**src/rtl/pac_map.svh**
```systemverilog
`ifndef PAC_MAP_SVH
`define PAC_MAP_SVH
// How it works
// - type 0 raises the alarm while feedback is below lower or above upper level
// - type 4 raises it while feedback leaves command minus lower to command plus upper
// - type 8 raises it while command value is below lower or above upper level
// - type 12 raises it while manipulated value is below lower or above upper level
// - codes decode in fours; plus one adds hold, plus two latch, plus three both
// - with hold, the alarm stays off after power-on even inside the alarm range
// - with hold, alarms arm only after the quantity leaves and re-enters the range
// - with latch, an asserted alarm stays on after the quantity leaves the range
// - a latched alarm clears only on the reset key or reset terminal command; a control write with bit 8 set also clears it here
// - upper level is OFF or a value from -999.00 to 9990.00
// - lower level is OFF or a value from -999.00 to 9990.00
// - both levels use the same physical units as the monitored quantities
// - upper-only deviation alarm uses command plus upper, lower set to full scale
// - lower-only deviation alarm uses command minus lower, upper set to full scale
// - symmetric mode uses the lower level on both sides of the command value

// register byte addresses
`define PAC_ADDR_CTRL 8'h00
`define PAC_ADDR_UPPER 8'h04
`define PAC_ADDR_LOWER 8'h08
`define PAC_ADDR_STATUS 8'h0C
`define PAC_ADDR_IRQ_STS 8'h10
`define PAC_ADDR_IRQ_MASK 8'h14

// control fields
`define PAC_CTRL_TYPE_MSB 3
`define PAC_CTRL_TYPE_LSB 0
`define PAC_CTRL_SYM_BIT 4
`define PAC_CTRL_RST_BIT 8
`define PAC_TYPE_HOLD_BIT 0
`define PAC_TYPE_LATCH_BIT 1
`define PAC_TYPE_QTY_MSB 3
`define PAC_TYPE_QTY_LSB 2

// level registers: hundredths, two's complement, off flag on top
`define PAC_LVL_W 21
`define PAC_LVL_MSB 20
`define PAC_LVL_OFF_BIT 31
`define PAC_LVL_MIN 21'h1E79C4
`define PAC_LVL_MAX 21'h0F3E58
`define PAC_LVL_RST 32'h80000000

// status and interrupt bits
`define PAC_ST_ALARM_BIT 0
`define PAC_ST_RANGE_BIT 1
`define PAC_ST_HOLD_BIT 2
`define PAC_IRQ_W 3
`define PAC_IRQ_RISE_BIT 0
`define PAC_IRQ_FALL_BIT 1
`define PAC_IRQ_REJ_BIT 2

// bus answers
`define PAC_RESP_OKAY 2'h0
`define PAC_RESP_SLVERR 2'h2
`endif

```
**src/rtl/pac_pkg.sv**
```systemverilog
package pac_pkg;
  // monitored quantity, from the upper two bits of the type code
  typedef enum logic [1:0] {
    PAC_Q_PV_ABS,
    PAC_Q_PV_DEV,
    PAC_Q_SV_ABS,
    PAC_Q_MV_ABS
  } pac_quantity_t;
endpackage
```
**src/rtl/pac_alarm_if.sv**
```systemverilog
`timescale 1ns/1ps
interface pac_alarm_if #(parameter int VW = 24);
  logic [3:0] type_code;
  logic sym;
  logic signed [VW-1:0] fb;
  logic signed [VW-1:0] cmd;
  logic signed [VW-1:0] mv;
  logic signed [VW-1:0] upper;
  logic signed [VW-1:0] lower;
  logic upper_off;
  logic lower_off;
  logic in_range;
  logic release_cmd;
  logic alarm;
  logic hold_pending;
  modport cfg(output type_code, sym, fb, cmd, mv, upper, lower, upper_off, lower_off, release_cmd,
              input in_range, alarm, hold_pending);
  modport cmp(input type_code, sym, fb, cmd, mv, upper, lower, upper_off, lower_off,
              output in_range);
  modport hl(input type_code, in_range, release_cmd, output alarm, hold_pending);
endinterface

```
**src/rtl/pac_alarm_top.sv**
```systemverilog
// Our own choices: the register offsets and the AXI4-Lite register port.
`timescale 1ns/1ps
`include "pac_map.svh"
module pac_alarm_top
  import pac_pkg::*;
#(
  parameter int AW = 8,
  parameter int VW = 24
) (
  input wire logic i_clk_sys,
  input wire logic i_sys_rst,
  input wire logic signed [VW-1:0] i_feedback_value,
  input wire logic signed [VW-1:0] i_command_value,
  input wire logic signed [VW-1:0] i_manipulated_value,
  input wire logic i_reset_key,
  input wire logic i_reset_terminal,
  input wire logic i_s_axi_awvalid,
  output logic o_s_axi_awready,
  input wire logic [AW-1:0] i_s_axi_awaddr,
  input wire logic i_s_axi_wvalid,
  output logic o_s_axi_wready,
  input wire logic [31:0] i_s_axi_wdata,
  input wire logic [3:0] i_s_axi_wstrb,
  output logic o_s_axi_bvalid,
  input wire logic i_s_axi_bready,
  output logic [1:0] o_s_axi_bresp,
  input wire logic i_s_axi_arvalid,
  output logic o_s_axi_arready,
  input wire logic [AW-1:0] i_s_axi_araddr,
  output logic o_s_axi_rvalid,
  input wire logic i_s_axi_rready,
  output logic [31:0] o_s_axi_rdata,
  output logic [1:0] o_s_axi_rresp,
  output logic o_process_alarm_out,
  output logic o_irq
);
  pac_alarm_if #(.VW(VW)) alm();

  // configuration and state
  logic [3:0] type_code;
  logic sym;
  logic upper_off;
  logic [`PAC_LVL_MSB:0] upper_val;
  logic lower_off;
  logic [`PAC_LVL_MSB:0] lower_val;
  logic [`PAC_IRQ_W-1:0] irq_sts;
  logic [`PAC_IRQ_W-1:0] irq_mask;

  // write and read channel state
  logic aw_held;
  logic w_held;
  logic [AW-1:0] aw_addr;
  logic [31:0] w_data;
  logic [3:0] w_strb;
  logic do_write;
  logic next_aw_held;
  logic next_w_held;
  logic next_bvalid;
  logic next_rvalid;
  logic ar_take;

  // merges byte lanes of a write into the old word
  function automatic logic [31:0] pac_merge(input logic [31:0] old_w, input logic [31:0] new_w,
                                            input logic [3:0] strb);
    logic [31:0] res;
    res = old_w;
    for (int i = 0; i < 4; i++) begin
      if (strb[i]) begin
        res[i*8 +: 8] = new_w[i*8 +: 8];
      end
    end
    return res;
  endfunction

  // level word is ok when off or inside the settable span
  function automatic logic pac_level_ok(input logic [31:0] w);
    logic signed [`PAC_LVL_MSB:0] v;
    v = w[`PAC_LVL_MSB:0];
    return w[`PAC_LVL_OFF_BIT] ||
           (v >= $signed(`PAC_LVL_MIN) && v <= $signed(`PAC_LVL_MAX));
  endfunction

  // readable words; reserved bits read as zero
  logic [31:0] ctrl_word;
  logic [31:0] upper_word;
  logic [31:0] lower_word;
  logic [31:0] status_word;
  assign ctrl_word = {{(31-`PAC_CTRL_SYM_BIT){1'b0}}, sym, type_code};
  assign upper_word = {upper_off, {(`PAC_LVL_OFF_BIT-`PAC_LVL_W){1'b0}}, upper_val};
  assign lower_word = {lower_off, {(`PAC_LVL_OFF_BIT-`PAC_LVL_W){1'b0}}, lower_val};
  assign status_word = {29'h0, alm.hold_pending, alm.in_range, o_process_alarm_out};

  // write address decode
  logic wr_ctrl;
  logic wr_upper;
  logic wr_lower;
  logic wr_mask;
  logic wr_hit;
  logic [31:0] m_ctrl;
  logic [31:0] m_upper;
  logic [31:0] m_lower;
  logic [31:0] m_mask;
  logic upper_ok;
  logic lower_ok;
  logic sw_release;
  assign do_write = aw_held & w_held & !o_s_axi_bvalid;
  assign wr_ctrl = do_write && (aw_addr == `PAC_ADDR_CTRL);
  assign wr_upper = do_write && (aw_addr == `PAC_ADDR_UPPER);
  assign wr_lower = do_write && (aw_addr == `PAC_ADDR_LOWER);
  assign wr_mask = do_write && (aw_addr == `PAC_ADDR_IRQ_MASK);
  assign wr_hit = wr_ctrl | wr_upper | wr_lower | wr_mask;
  assign m_ctrl = pac_merge(ctrl_word, w_data, w_strb);
  assign m_upper = pac_merge(upper_word, w_data, w_strb);
  assign m_lower = pac_merge(lower_word, w_data, w_strb);
  assign m_mask = pac_merge({{(32-`PAC_IRQ_W){1'b0}}, irq_mask}, w_data, w_strb);
  assign upper_ok = pac_level_ok(m_upper);
  assign lower_ok = pac_level_ok(m_lower);
  assign sw_release = wr_ctrl & m_ctrl[`PAC_CTRL_RST_BIT];

  // channel handshakes; a channel reopens only once its word is used
  assign next_aw_held = aw_held ? !do_write : (i_s_axi_awvalid & o_s_axi_awready);
  assign next_w_held = w_held ? !do_write : (i_s_axi_wvalid & o_s_axi_wready);
  assign next_bvalid = o_s_axi_bvalid ? !i_s_axi_bready : do_write;
  assign ar_take = i_s_axi_arvalid & o_s_axi_arready;
  assign next_rvalid = o_s_axi_rvalid ? !i_s_axi_rready : ar_take;

  // read address decode
  logic rd_hit;
  logic rd_irq;
  logic [31:0] rd_data;
  assign rd_irq = (i_s_axi_araddr == `PAC_ADDR_IRQ_STS);
  assign rd_hit = rd_irq || (i_s_axi_araddr == `PAC_ADDR_CTRL) || (i_s_axi_araddr == `PAC_ADDR_UPPER) ||
                  (i_s_axi_araddr == `PAC_ADDR_LOWER) || (i_s_axi_araddr == `PAC_ADDR_STATUS) ||
                  (i_s_axi_araddr == `PAC_ADDR_IRQ_MASK);
  assign rd_data = (i_s_axi_araddr == `PAC_ADDR_CTRL) ? ctrl_word :
                   (i_s_axi_araddr == `PAC_ADDR_UPPER) ? upper_word :
                   (i_s_axi_araddr == `PAC_ADDR_LOWER) ? lower_word :
                   (i_s_axi_araddr == `PAC_ADDR_STATUS) ? status_word :
                   rd_irq ? {{(32-`PAC_IRQ_W){1'b0}}, irq_sts} :
                   (i_s_axi_araddr == `PAC_ADDR_IRQ_MASK) ? {{(32-`PAC_IRQ_W){1'b0}}, irq_mask} :
                   32'h00000000;

  // bus channel flops
  always_ff @(posedge i_clk_sys or posedge i_sys_rst) begin
    if (i_sys_rst) begin
      aw_held <= 1'b0;
      w_held <= 1'b0;
      aw_addr <= '0;
      w_data <= 32'h00000000;
      w_strb <= 4'h0;
      o_s_axi_awready <= 1'b0;
      o_s_axi_wready <= 1'b0;
      o_s_axi_bvalid <= 1'b0;
      o_s_axi_bresp <= `PAC_RESP_OKAY;
    end else begin
      aw_held <= next_aw_held;
      w_held <= next_w_held;
      if (i_s_axi_awvalid & o_s_axi_awready) begin
        aw_addr <= i_s_axi_awaddr;
      end
      if (i_s_axi_wvalid & o_s_axi_wready) begin
        w_data <= i_s_axi_wdata;
        w_strb <= i_s_axi_wstrb;
      end
      o_s_axi_awready <= !next_aw_held & !next_bvalid;
      o_s_axi_wready <= !next_w_held & !next_bvalid;
      o_s_axi_bvalid <= next_bvalid;
      if (do_write) begin
        o_s_axi_bresp <= wr_hit ? `PAC_RESP_OKAY : `PAC_RESP_SLVERR;
      end
    end
  end

  // read channel; one read in flight, data frozen until taken
  always_ff @(posedge i_clk_sys or posedge i_sys_rst) begin
    if (i_sys_rst) begin
      o_s_axi_arready <= 1'b0;
      o_s_axi_rvalid <= 1'b0;
      o_s_axi_rdata <= 32'h00000000;
      o_s_axi_rresp <= `PAC_RESP_OKAY;
    end else begin
      o_s_axi_arready <= !next_rvalid;
      o_s_axi_rvalid <= next_rvalid;
      if (ar_take) begin
        o_s_axi_rdata <= rd_data;
        o_s_axi_rresp <= rd_hit ? `PAC_RESP_OKAY : `PAC_RESP_SLVERR;
      end
    end
  end

  // settings; an out-of-span level write is dropped and flagged
  always_ff @(posedge i_clk_sys or posedge i_sys_rst) begin
    if (i_sys_rst) begin
      type_code <= 4'h0;
      sym <= 1'b0;
      upper_off <= 1'(`PAC_LVL_RST >> `PAC_LVL_OFF_BIT);
      upper_val <= '0;
      lower_off <= 1'(`PAC_LVL_RST >> `PAC_LVL_OFF_BIT);
      lower_val <= '0;
      irq_mask <= '0;
    end else begin
      if (wr_ctrl) begin
        type_code <= m_ctrl[`PAC_CTRL_TYPE_MSB:`PAC_CTRL_TYPE_LSB];
        sym <= m_ctrl[`PAC_CTRL_SYM_BIT];
      end
      if (wr_upper && upper_ok) begin
        upper_off <= m_upper[`PAC_LVL_OFF_BIT];
        upper_val <= m_upper[`PAC_LVL_MSB:0];
      end
      if (wr_lower && lower_ok) begin
        lower_off <= m_lower[`PAC_LVL_OFF_BIT];
        lower_val <= m_lower[`PAC_LVL_MSB:0];
      end
      if (wr_mask) begin
        irq_mask <= m_mask[`PAC_IRQ_W-1:0];
      end
    end
  end

  // reset key and reset terminal: three-stage sync, counted once stages two and three agree
  logic [1:0] pin_raw;
  logic [1:0] pin_pulse;
  assign pin_raw = {i_reset_terminal, i_reset_key};
  for (genvar g = 0; g < 2; g++) begin : g_rst_sync
    logic s1;
    logic s2;
    logic s3;
    logic stab;
    always_ff @(posedge i_clk_sys or posedge i_sys_rst) begin
      if (i_sys_rst) begin
        s1 <= 1'b0;
        s2 <= 1'b0;
        s3 <= 1'b0;
        stab <= 1'b0;
      end else begin
        s1 <= pin_raw[g];
        s2 <= s1;
        s3 <= s2;
        if (s2 == s3) begin
          stab <= s3;
        end
      end
    end
    assign pin_pulse[g] = (s2 == s3) & s3 & !stab;
  end

  // hand settings and values to the comparator and the hold/latch stage
  assign alm.type_code = type_code;
  assign alm.sym = sym;
  assign alm.fb = i_feedback_value;
  assign alm.cmd = i_command_value;
  assign alm.mv = i_manipulated_value;
  assign alm.upper = VW'($signed(upper_val));
  assign alm.lower = VW'($signed(lower_val));
  assign alm.upper_off = upper_off;
  assign alm.lower_off = lower_off;
  assign alm.release_cmd = (|pin_pulse) | sw_release;

  pac_compare #(.VW(VW)) u_cmp (
    .i_clk_sys(i_clk_sys),
    .i_sys_rst(i_sys_rst),
    .a(alm.cmp)
  );

  pac_hold_latch u_hl (
    .i_clk_sys(i_clk_sys),
    .i_sys_rst(i_sys_rst),
    .a(alm.hl)
  );

  // sticky events; a read clears, but an event in that cycle survives
  logic [`PAC_IRQ_W-1:0] irq_ev;
  logic [`PAC_IRQ_W-1:0] irq_clr;
  logic [`PAC_IRQ_W-1:0] next_irq_sts;
  logic [`PAC_IRQ_W-1:0] next_irq_mask;
  assign irq_ev[`PAC_IRQ_RISE_BIT] = alm.alarm & !o_process_alarm_out;
  assign irq_ev[`PAC_IRQ_FALL_BIT] = !alm.alarm & o_process_alarm_out;
  assign irq_ev[`PAC_IRQ_REJ_BIT] = (wr_upper & !upper_ok) | (wr_lower & !lower_ok);
  assign irq_clr = (ar_take && rd_irq) ? {`PAC_IRQ_W{1'b1}} : {`PAC_IRQ_W{1'b0}};
  assign next_irq_sts = (irq_sts & ~irq_clr) | irq_ev;
  assign next_irq_mask = wr_mask ? m_mask[`PAC_IRQ_W-1:0] : irq_mask;

  // outputs registered so the terminal never sees decode glitches
  always_ff @(posedge i_clk_sys or posedge i_sys_rst) begin
    if (i_sys_rst) begin
      irq_sts <= '0;
      o_irq <= 1'b0;
      o_process_alarm_out <= 1'b0;
    end else begin
      irq_sts <= next_irq_sts;
      o_irq <= |(next_irq_sts & next_irq_mask);
      o_process_alarm_out <= alm.alarm;
    end
  end
endmodule

```
**src/rtl/pac_compare.sv**
```systemverilog
`timescale 1ns/1ps
`include "pac_map.svh"
module pac_compare
  import pac_pkg::*;
#(parameter int VW = 24) (
  input wire logic i_clk_sys,
  input wire logic i_sys_rst,
  pac_alarm_if.cmp a
);
  pac_quantity_t qty;
  logic dev;
  logic signed [VW:0] mon;
  logic signed [VW:0] cmd_x;
  logic signed [VW:0] up_x;
  logic signed [VW:0] lo_x;
  logic signed [VW:0] lo_b;
  logic signed [VW:0] hi_b;
  logic up_off_eff;
  logic below;
  logic above;

  // quantity select; one extra bit keeps command plus level from wrapping
  assign qty = pac_quantity_t'(a.type_code[`PAC_TYPE_QTY_MSB:`PAC_TYPE_QTY_LSB]);
  assign dev = (qty == PAC_Q_PV_DEV);
  assign cmd_x = {a.cmd[VW-1], a.cmd};
  assign mon = (qty == PAC_Q_SV_ABS) ? cmd_x :
               (qty == PAC_Q_MV_ABS) ? {a.mv[VW-1], a.mv} :
               {a.fb[VW-1], a.fb};
  // symmetric window borrows the lower level for the upper side
  assign up_x = a.sym ? {a.lower[VW-1], a.lower} : {a.upper[VW-1], a.upper};
  assign up_off_eff = a.sym ? a.lower_off : a.upper_off;
  assign lo_x = {a.lower[VW-1], a.lower};
  // levels and quantities share one unit, so bounds compare directly
  assign lo_b = dev ? cmd_x - lo_x : lo_x;
  assign hi_b = dev ? cmd_x + up_x : up_x;
  assign below = !a.lower_off && (mon < lo_b);
  assign above = !up_off_eff && (mon > hi_b);
  assign a.in_range = below | above;
endmodule

```
**src/rtl/pac_hold_latch.sv**
```systemverilog
`timescale 1ns/1ps
`include "pac_map.svh"
module pac_hold_latch
  import pac_pkg::*;
(
  input wire logic i_clk_sys,
  input wire logic i_sys_rst,
  pac_alarm_if.hl a
);
  logic hold_wait;
  logic alarm_q;
  logic hold_sel;
  logic latch_sel;
  logic hold_gate;
  logic cond;
  logic next_alarm;

  assign hold_sel = a.type_code[`PAC_TYPE_HOLD_BIT];
  assign latch_sel = a.type_code[`PAC_TYPE_LATCH_BIT];
  assign hold_gate = hold_sel & hold_wait;
  assign cond = a.in_range & !hold_gate;
  // new alarm wins over a release arriving in the same cycle
  assign next_alarm = cond | (latch_sel & alarm_q & !a.release_cmd);
  assign a.alarm = alarm_q;
  assign a.hold_pending = hold_gate;

  // hold wait is armed only by power-on; only a miss while hold is selected clears it,
  // so levels can be set up after power-on without spending the hold
  always_ff @(posedge i_clk_sys or posedge i_sys_rst) begin
    if (i_sys_rst) begin
      hold_wait <= 1'b1;
      alarm_q <= 1'b0;
    end else begin
      hold_wait <= hold_wait & (a.in_range | !hold_sel);
      alarm_q <= next_alarm;
    end
  end
endmodule

```
**config.mk**
```make
export PLATFORM = sky130hd
export DESIGN_NAME = pac_alarm_top
export DESIGN_NICKNAME = d
export VERILOG_FILES = /design/src/rtl/pac_pkg.sv /design/src/rtl/pac_alarm_if.sv /design/src/rtl/pac_alarm_top.sv /design/src/rtl/pac_compare.sv /design/src/rtl/pac_hold_latch.sv
export VERILOG_INCLUDE_DIRS = /design/src /design/src/rtl
export SDC_FILE = /design/constraint.sdc
export NUM_CORES = 1
export LEC_CHECK = 0
export BUFFER_PORTS_ARGS = -buffer_cell sky130_fd_sc_hd__buf_2
export CAP_MARGIN = 0
export CORE_MARGIN = 2
export CORE_UTILIZATION = 50
export DETAILED_ROUTE_END_ITERATION = 7
export PLACE_DENSITY_LB_ADDON = 0.1
export SLEW_MARGIN = 20
export SYNTH_ARGS = -nofsm -noshare
export SYNTH_HDL_FRONTEND = slang
export SYNTH_SLANG_ARGS = --single-unit
```
**constraint.sdc**
```tcl
create_clock -name i_clk_sys -period 9.59 [get_ports i_clk_sys]
set_input_delay 0.4795 -clock i_clk_sys [delete_from_list [all_inputs] [get_ports i_clk_sys]]
set_output_delay 0.4795 -clock i_clk_sys [all_outputs]
set_load 0.01 [all_outputs]
```
==> impl_metrics.ini <==
[power]
totalPowerFinal_w = 0.002383
ir_drop_v = 0.0001688
p_leak_nw = 5.566
powerDensity_mw_per_mm2 = 195.2

[job]
max_cap_viol_count = 0

[placement]
dpl.cell_count = 1569
dp.final_hpwl_um = 22960
placer_congestion_estimate = 0.9623
numPortBuffers = 153
dpl_worst_slack_ns = 3.763

[yosys]
number_of_enable_flip_flop_cells_after_synthesis = 0
synth.area.top_cells = sky130_fd_sc_hd__dfrtp_1, sky130_fd_sc_hd__ha_1, sky130_fd_sc_hd__mux2_2, sky130_fd_sc_hd__a21oi_1, sky130_fd_sc_hd__mux2_1
unique_cell_type_count_in_the_yosys_netlist = 73
yosysWarnings = 0
synth.yosys.seq_area_share = 0.3097
ys_async_sr_fraction = 1.000
dominant_cell_type_by_area_after_synthesis = sky130_fd_sc_hd__dfrtp_1
post_synth_most_frequent_cells = sky130_fd_sc_hd__dfrtp_1, sky130_fd_sc_hd__a21oi_1, sky130_fd_sc_hd__ha_1, sky130_fd_sc_hd__nor2_1, sky130_fd_sc_hd__nand2_1
synth_cells = 1183
postSynthAreaPerCell_um2 = 9.026
synth_ff_type = sky130_fd_sc_hd__dfrtp_1
synth_seq_cells = 132
yosys.cell_count.top_type = sky130_fd_sc_hd__dfrtp_1
post-synth-top-area-fraction = 0.3023
syn_area_mm2 = 0.01068

[cts]
worstSkewPairLatency_ns = 0.42
clock-sinks = 132
post_cts_hold_buffer_count = 0
clock_tree.htree_level_count = 4
cts_inserted_buffers = 17
clkTransAtPathRegs_ns = 0.06
cts_tree = built
root_buffer_selected_by_cts = sky130_fd_sc_hd__clkbuf_16
cts.repair.resized = 0
cts_post_setup_buffers_inserted = 0
ctsLongestPathBuffers = 2

[sta]
final_max_slew_viol_count = 0
report.final.setup_viol = 0
final_setup_margin_ns = 3.710
finalWorstPathRequiredPeriod_ns = 5.880
timing.max_slew.rel_slack = 0.3498
finalSetupTns_ns = 0
final.hold.worst_slack_ns = 0.1652
rsz0062_at_grt = no
share_of_the_clock_period_used_by_the_worst_path_after_layout = 0.6132
worst-slew-pin-transition_ns = 0.9753
timing.final.hold_violations = 0
fmaxAchievable_mhz = 170.1
worst_clock_skew_ns = 0.01338

[floorplanning]
fp.dieH_um = 150.1
placementRows = 53
floorplan.io_pins = 176
initial_core_util = 0.5079
die-area_mm2 = 0.02254
x_dimension_of_the_die_um = 150.1
core-area_mm2 = 0.02102

[worst_hold_path]
hold_path_class = input pin to register
holdCritStartpoint = i_reset_key
min_delay_path_depth = 1

[worst_setup_path]
crit_path_end_kind = register
cpLargestDelayFamily = compound AO/OA/AOI/OAI gates
crit_required_ns = 9.86
crit_end = o_s_axi_rdata[1]
critPathMaxStageDelay_ns = 0.75
slowest_stage = sky130_fd_sc_hd__a221oi_1
worst_r2r_path_depth = 20
rrSetupSlack_ns = 3.71
crit_cells = 20
setup.worst_path.class = register to register
timing.critical_path.from = alm.sym
crit_path_max_fanout = 27
critical_path_buf_inv_count = 1
crit_top_cell = sky130_fd_sc_hd__o21ai_1
crit_path_start_kind = register
worstPathCellList = buf_4 > mux2_2 > fa_1 > a211oi_1 > o21ai_1 > a31o_2 > a311oi_1 > o21ai_1 > a31oi_1 > xnor2_1 > a21oi_1 > ha_1 > nand2_1 > nor4bb_1 > o211ai_1 > o211ai_1 > nor2_1 > mux2i_1 > a221oi_1 > o21ai_1
critPathArrivalTime_ns = 6.15
timing.rr.end = o_s_axi_rdata[1]
rr_startpoint = alm.sym

[cells_and_area]
seqCellArea_mm2 = 0.003308
final_layout_size_suffix_gt1_frac = 0.2051
number_of_fillers_in_the_final_layout = 1942
flow.area_growth_from_synthesis_pct = 14.35
num_antenna_cells = 0
multi_input_logic_area_mm2 = 0.006932
final_cell_count_without_fillers = 1601
finish.net_count = 1547

[global_routing]
gr-total-overflow = 0
grt.total_usage = 0.2678
first_global_vias = 8751
antenna_violations_before_repair = 1
grt_first_pass_wirelength_um = 47200
grt_start_max_net_pins = 81

[detailed_routing]
drt_iter0_drc = 656
totalWireLength_um = 29540
viasPerCell = 5.848
route.detailed.drc = 0
route.vias.total = 9363
post_drt_wl_per_cell_um = 18.45
drt-pass1-iter-count = 5
postRouteAntennaNets = 0

[outcome]
outcome = complete, no violations
[final cells by class]
cell class              count  area share
flip-flops and latches    132      0.2709
repair buffers            161     0.06763
multi-input cells         949      0.5677
clock buffers              19     0.03709
well taps                 275     0.02818
clock inverters            13     0.01209
inverters                  52     0.01640
[worst min-delay path by stage]
stage                             to
global route        g_rst_sync[0].s1
CTS                 g_rst_sync[0].s1
floorplan           g_rst_sync[0].s2
global placement    g_rst_sync[1].s2
finish              g_rst_sync[0].s1
detailed placement  g_rst_sync[0].s2
[cell families (layout without fill, tap and decap cells)]
family / after synthesis / count (layout) / synth area share
fa+ha+maj: 101 / 101 / 0.1198
simple gates: 315 / 315 / 0.1438
compound gates: 331 / 331 / 0.1940
buf+inv: 113 / 245 / 0.04570
xor+xnor: 36 / 36 / 0.02953
flops: 132 / 132 / 0.3097
mux: 154 / 154 / 0.1571
other cells: 1 / 12 / 0.0003512
[where the power goes]
part	internal, W	switching [W]	total (W)
clock	0.000400	0.000260	0.000659
sequential	0.000675	0.000187	0.000862
combinational	0.000400	0.000462	0.000862
total	0.00147	0.000908	0.00238
[sequential cells by signal, summed over array words and instances, names as in the netlist, 2 cells and up]
name	flops
lower_val	21
g_rst_sync.stab	2
alm.type_code	4
w_data	22
irq_mask	3
g_rst_sync.s3	2
o_s_axi_rdata	22
g_rst_sync.s2	2
aw_addr	8
irq_sts	3
upper_val	21
w_strb	4
g_rst_sync.s1	2
[through the flow]
step	util	instance area, um^2
after floorplan	-	10720
after global placement	0.5523	11610
after detailed placement	0.5523	11610
after CTS	0.5809	12210
after global routing	0.5809	12210
final	0.5809	12210
[per-layer routing]
metal	global-route usage	vias up	share of wire
met1	0.3957	4426	0.48
met2	0.4146	301	0.44
li1	-	4607	-
met3	0.04000	29	0.060
met4	0.05943	0	0.016
met5	0	-	0
[placed cells by master (no fill, tap or decap), types with 6 or more instances in the layout]
cell type,instances
sky130_fd_sc_hd__nor4_1,6
sky130_fd_sc_hd__and3_1,8
sky130_fd_sc_hd__a21o_1,16
sky130_fd_sc_hd__a31oi_1,11
sky130_fd_sc_hd__xnor2_1,30
sky130_fd_sc_hd__nor2_1,95
sky130_fd_sc_hd__nor3_1,26
sky130_fd_sc_hd__o21bai_1,9
sky130_fd_sc_hd__dfrtp_1,128
sky130_fd_sc_hd__buf_2,153
sky130_fd_sc_hd__nand2_1,82
sky130_fd_sc_hd__buf_4,8
sky130_fd_sc_hd__o211ai_1,10
sky130_fd_sc_hd__mux2_1,43
sky130_fd_sc_hd__nor2b_1,10
sky130_fd_sc_hd__inv_1,51
sky130_fd_sc_hd__nor3b_1,7
sky130_fd_sc_hd__nand3b_1,7
sky130_fd_sc_hd__or3_1,6
sky130_fd_sc_hd__nand3_1,20
sky130_fd_sc_hd__nand4_1,8
sky130_fd_sc_hd__xor2_1,6
sky130_fd_sc_hd__conb_1,12
sky130_fd_sc_hd__a22oi_1,20
sky130_fd_sc_hd__o21a_1,13
sky130_fd_sc_hd__clkbuf_16,17
sky130_fd_sc_hd__o21ai_0,42
sky130_fd_sc_hd__a211oi_1,8
sky130_fd_sc_hd__mux2_2,66
sky130_fd_sc_hd__o21ai_1,35
sky130_fd_sc_hd__mux2i_1,45
sky130_fd_sc_hd__and2_1,10
sky130_fd_sc_hd__o31ai_1,6
sky130_fd_sc_hd__nand2b_1,14
sky130_fd_sc_hd__a21oi_1,110
sky130_fd_sc_hd__ha_1,99
Power figures use the tool's default switching activity.
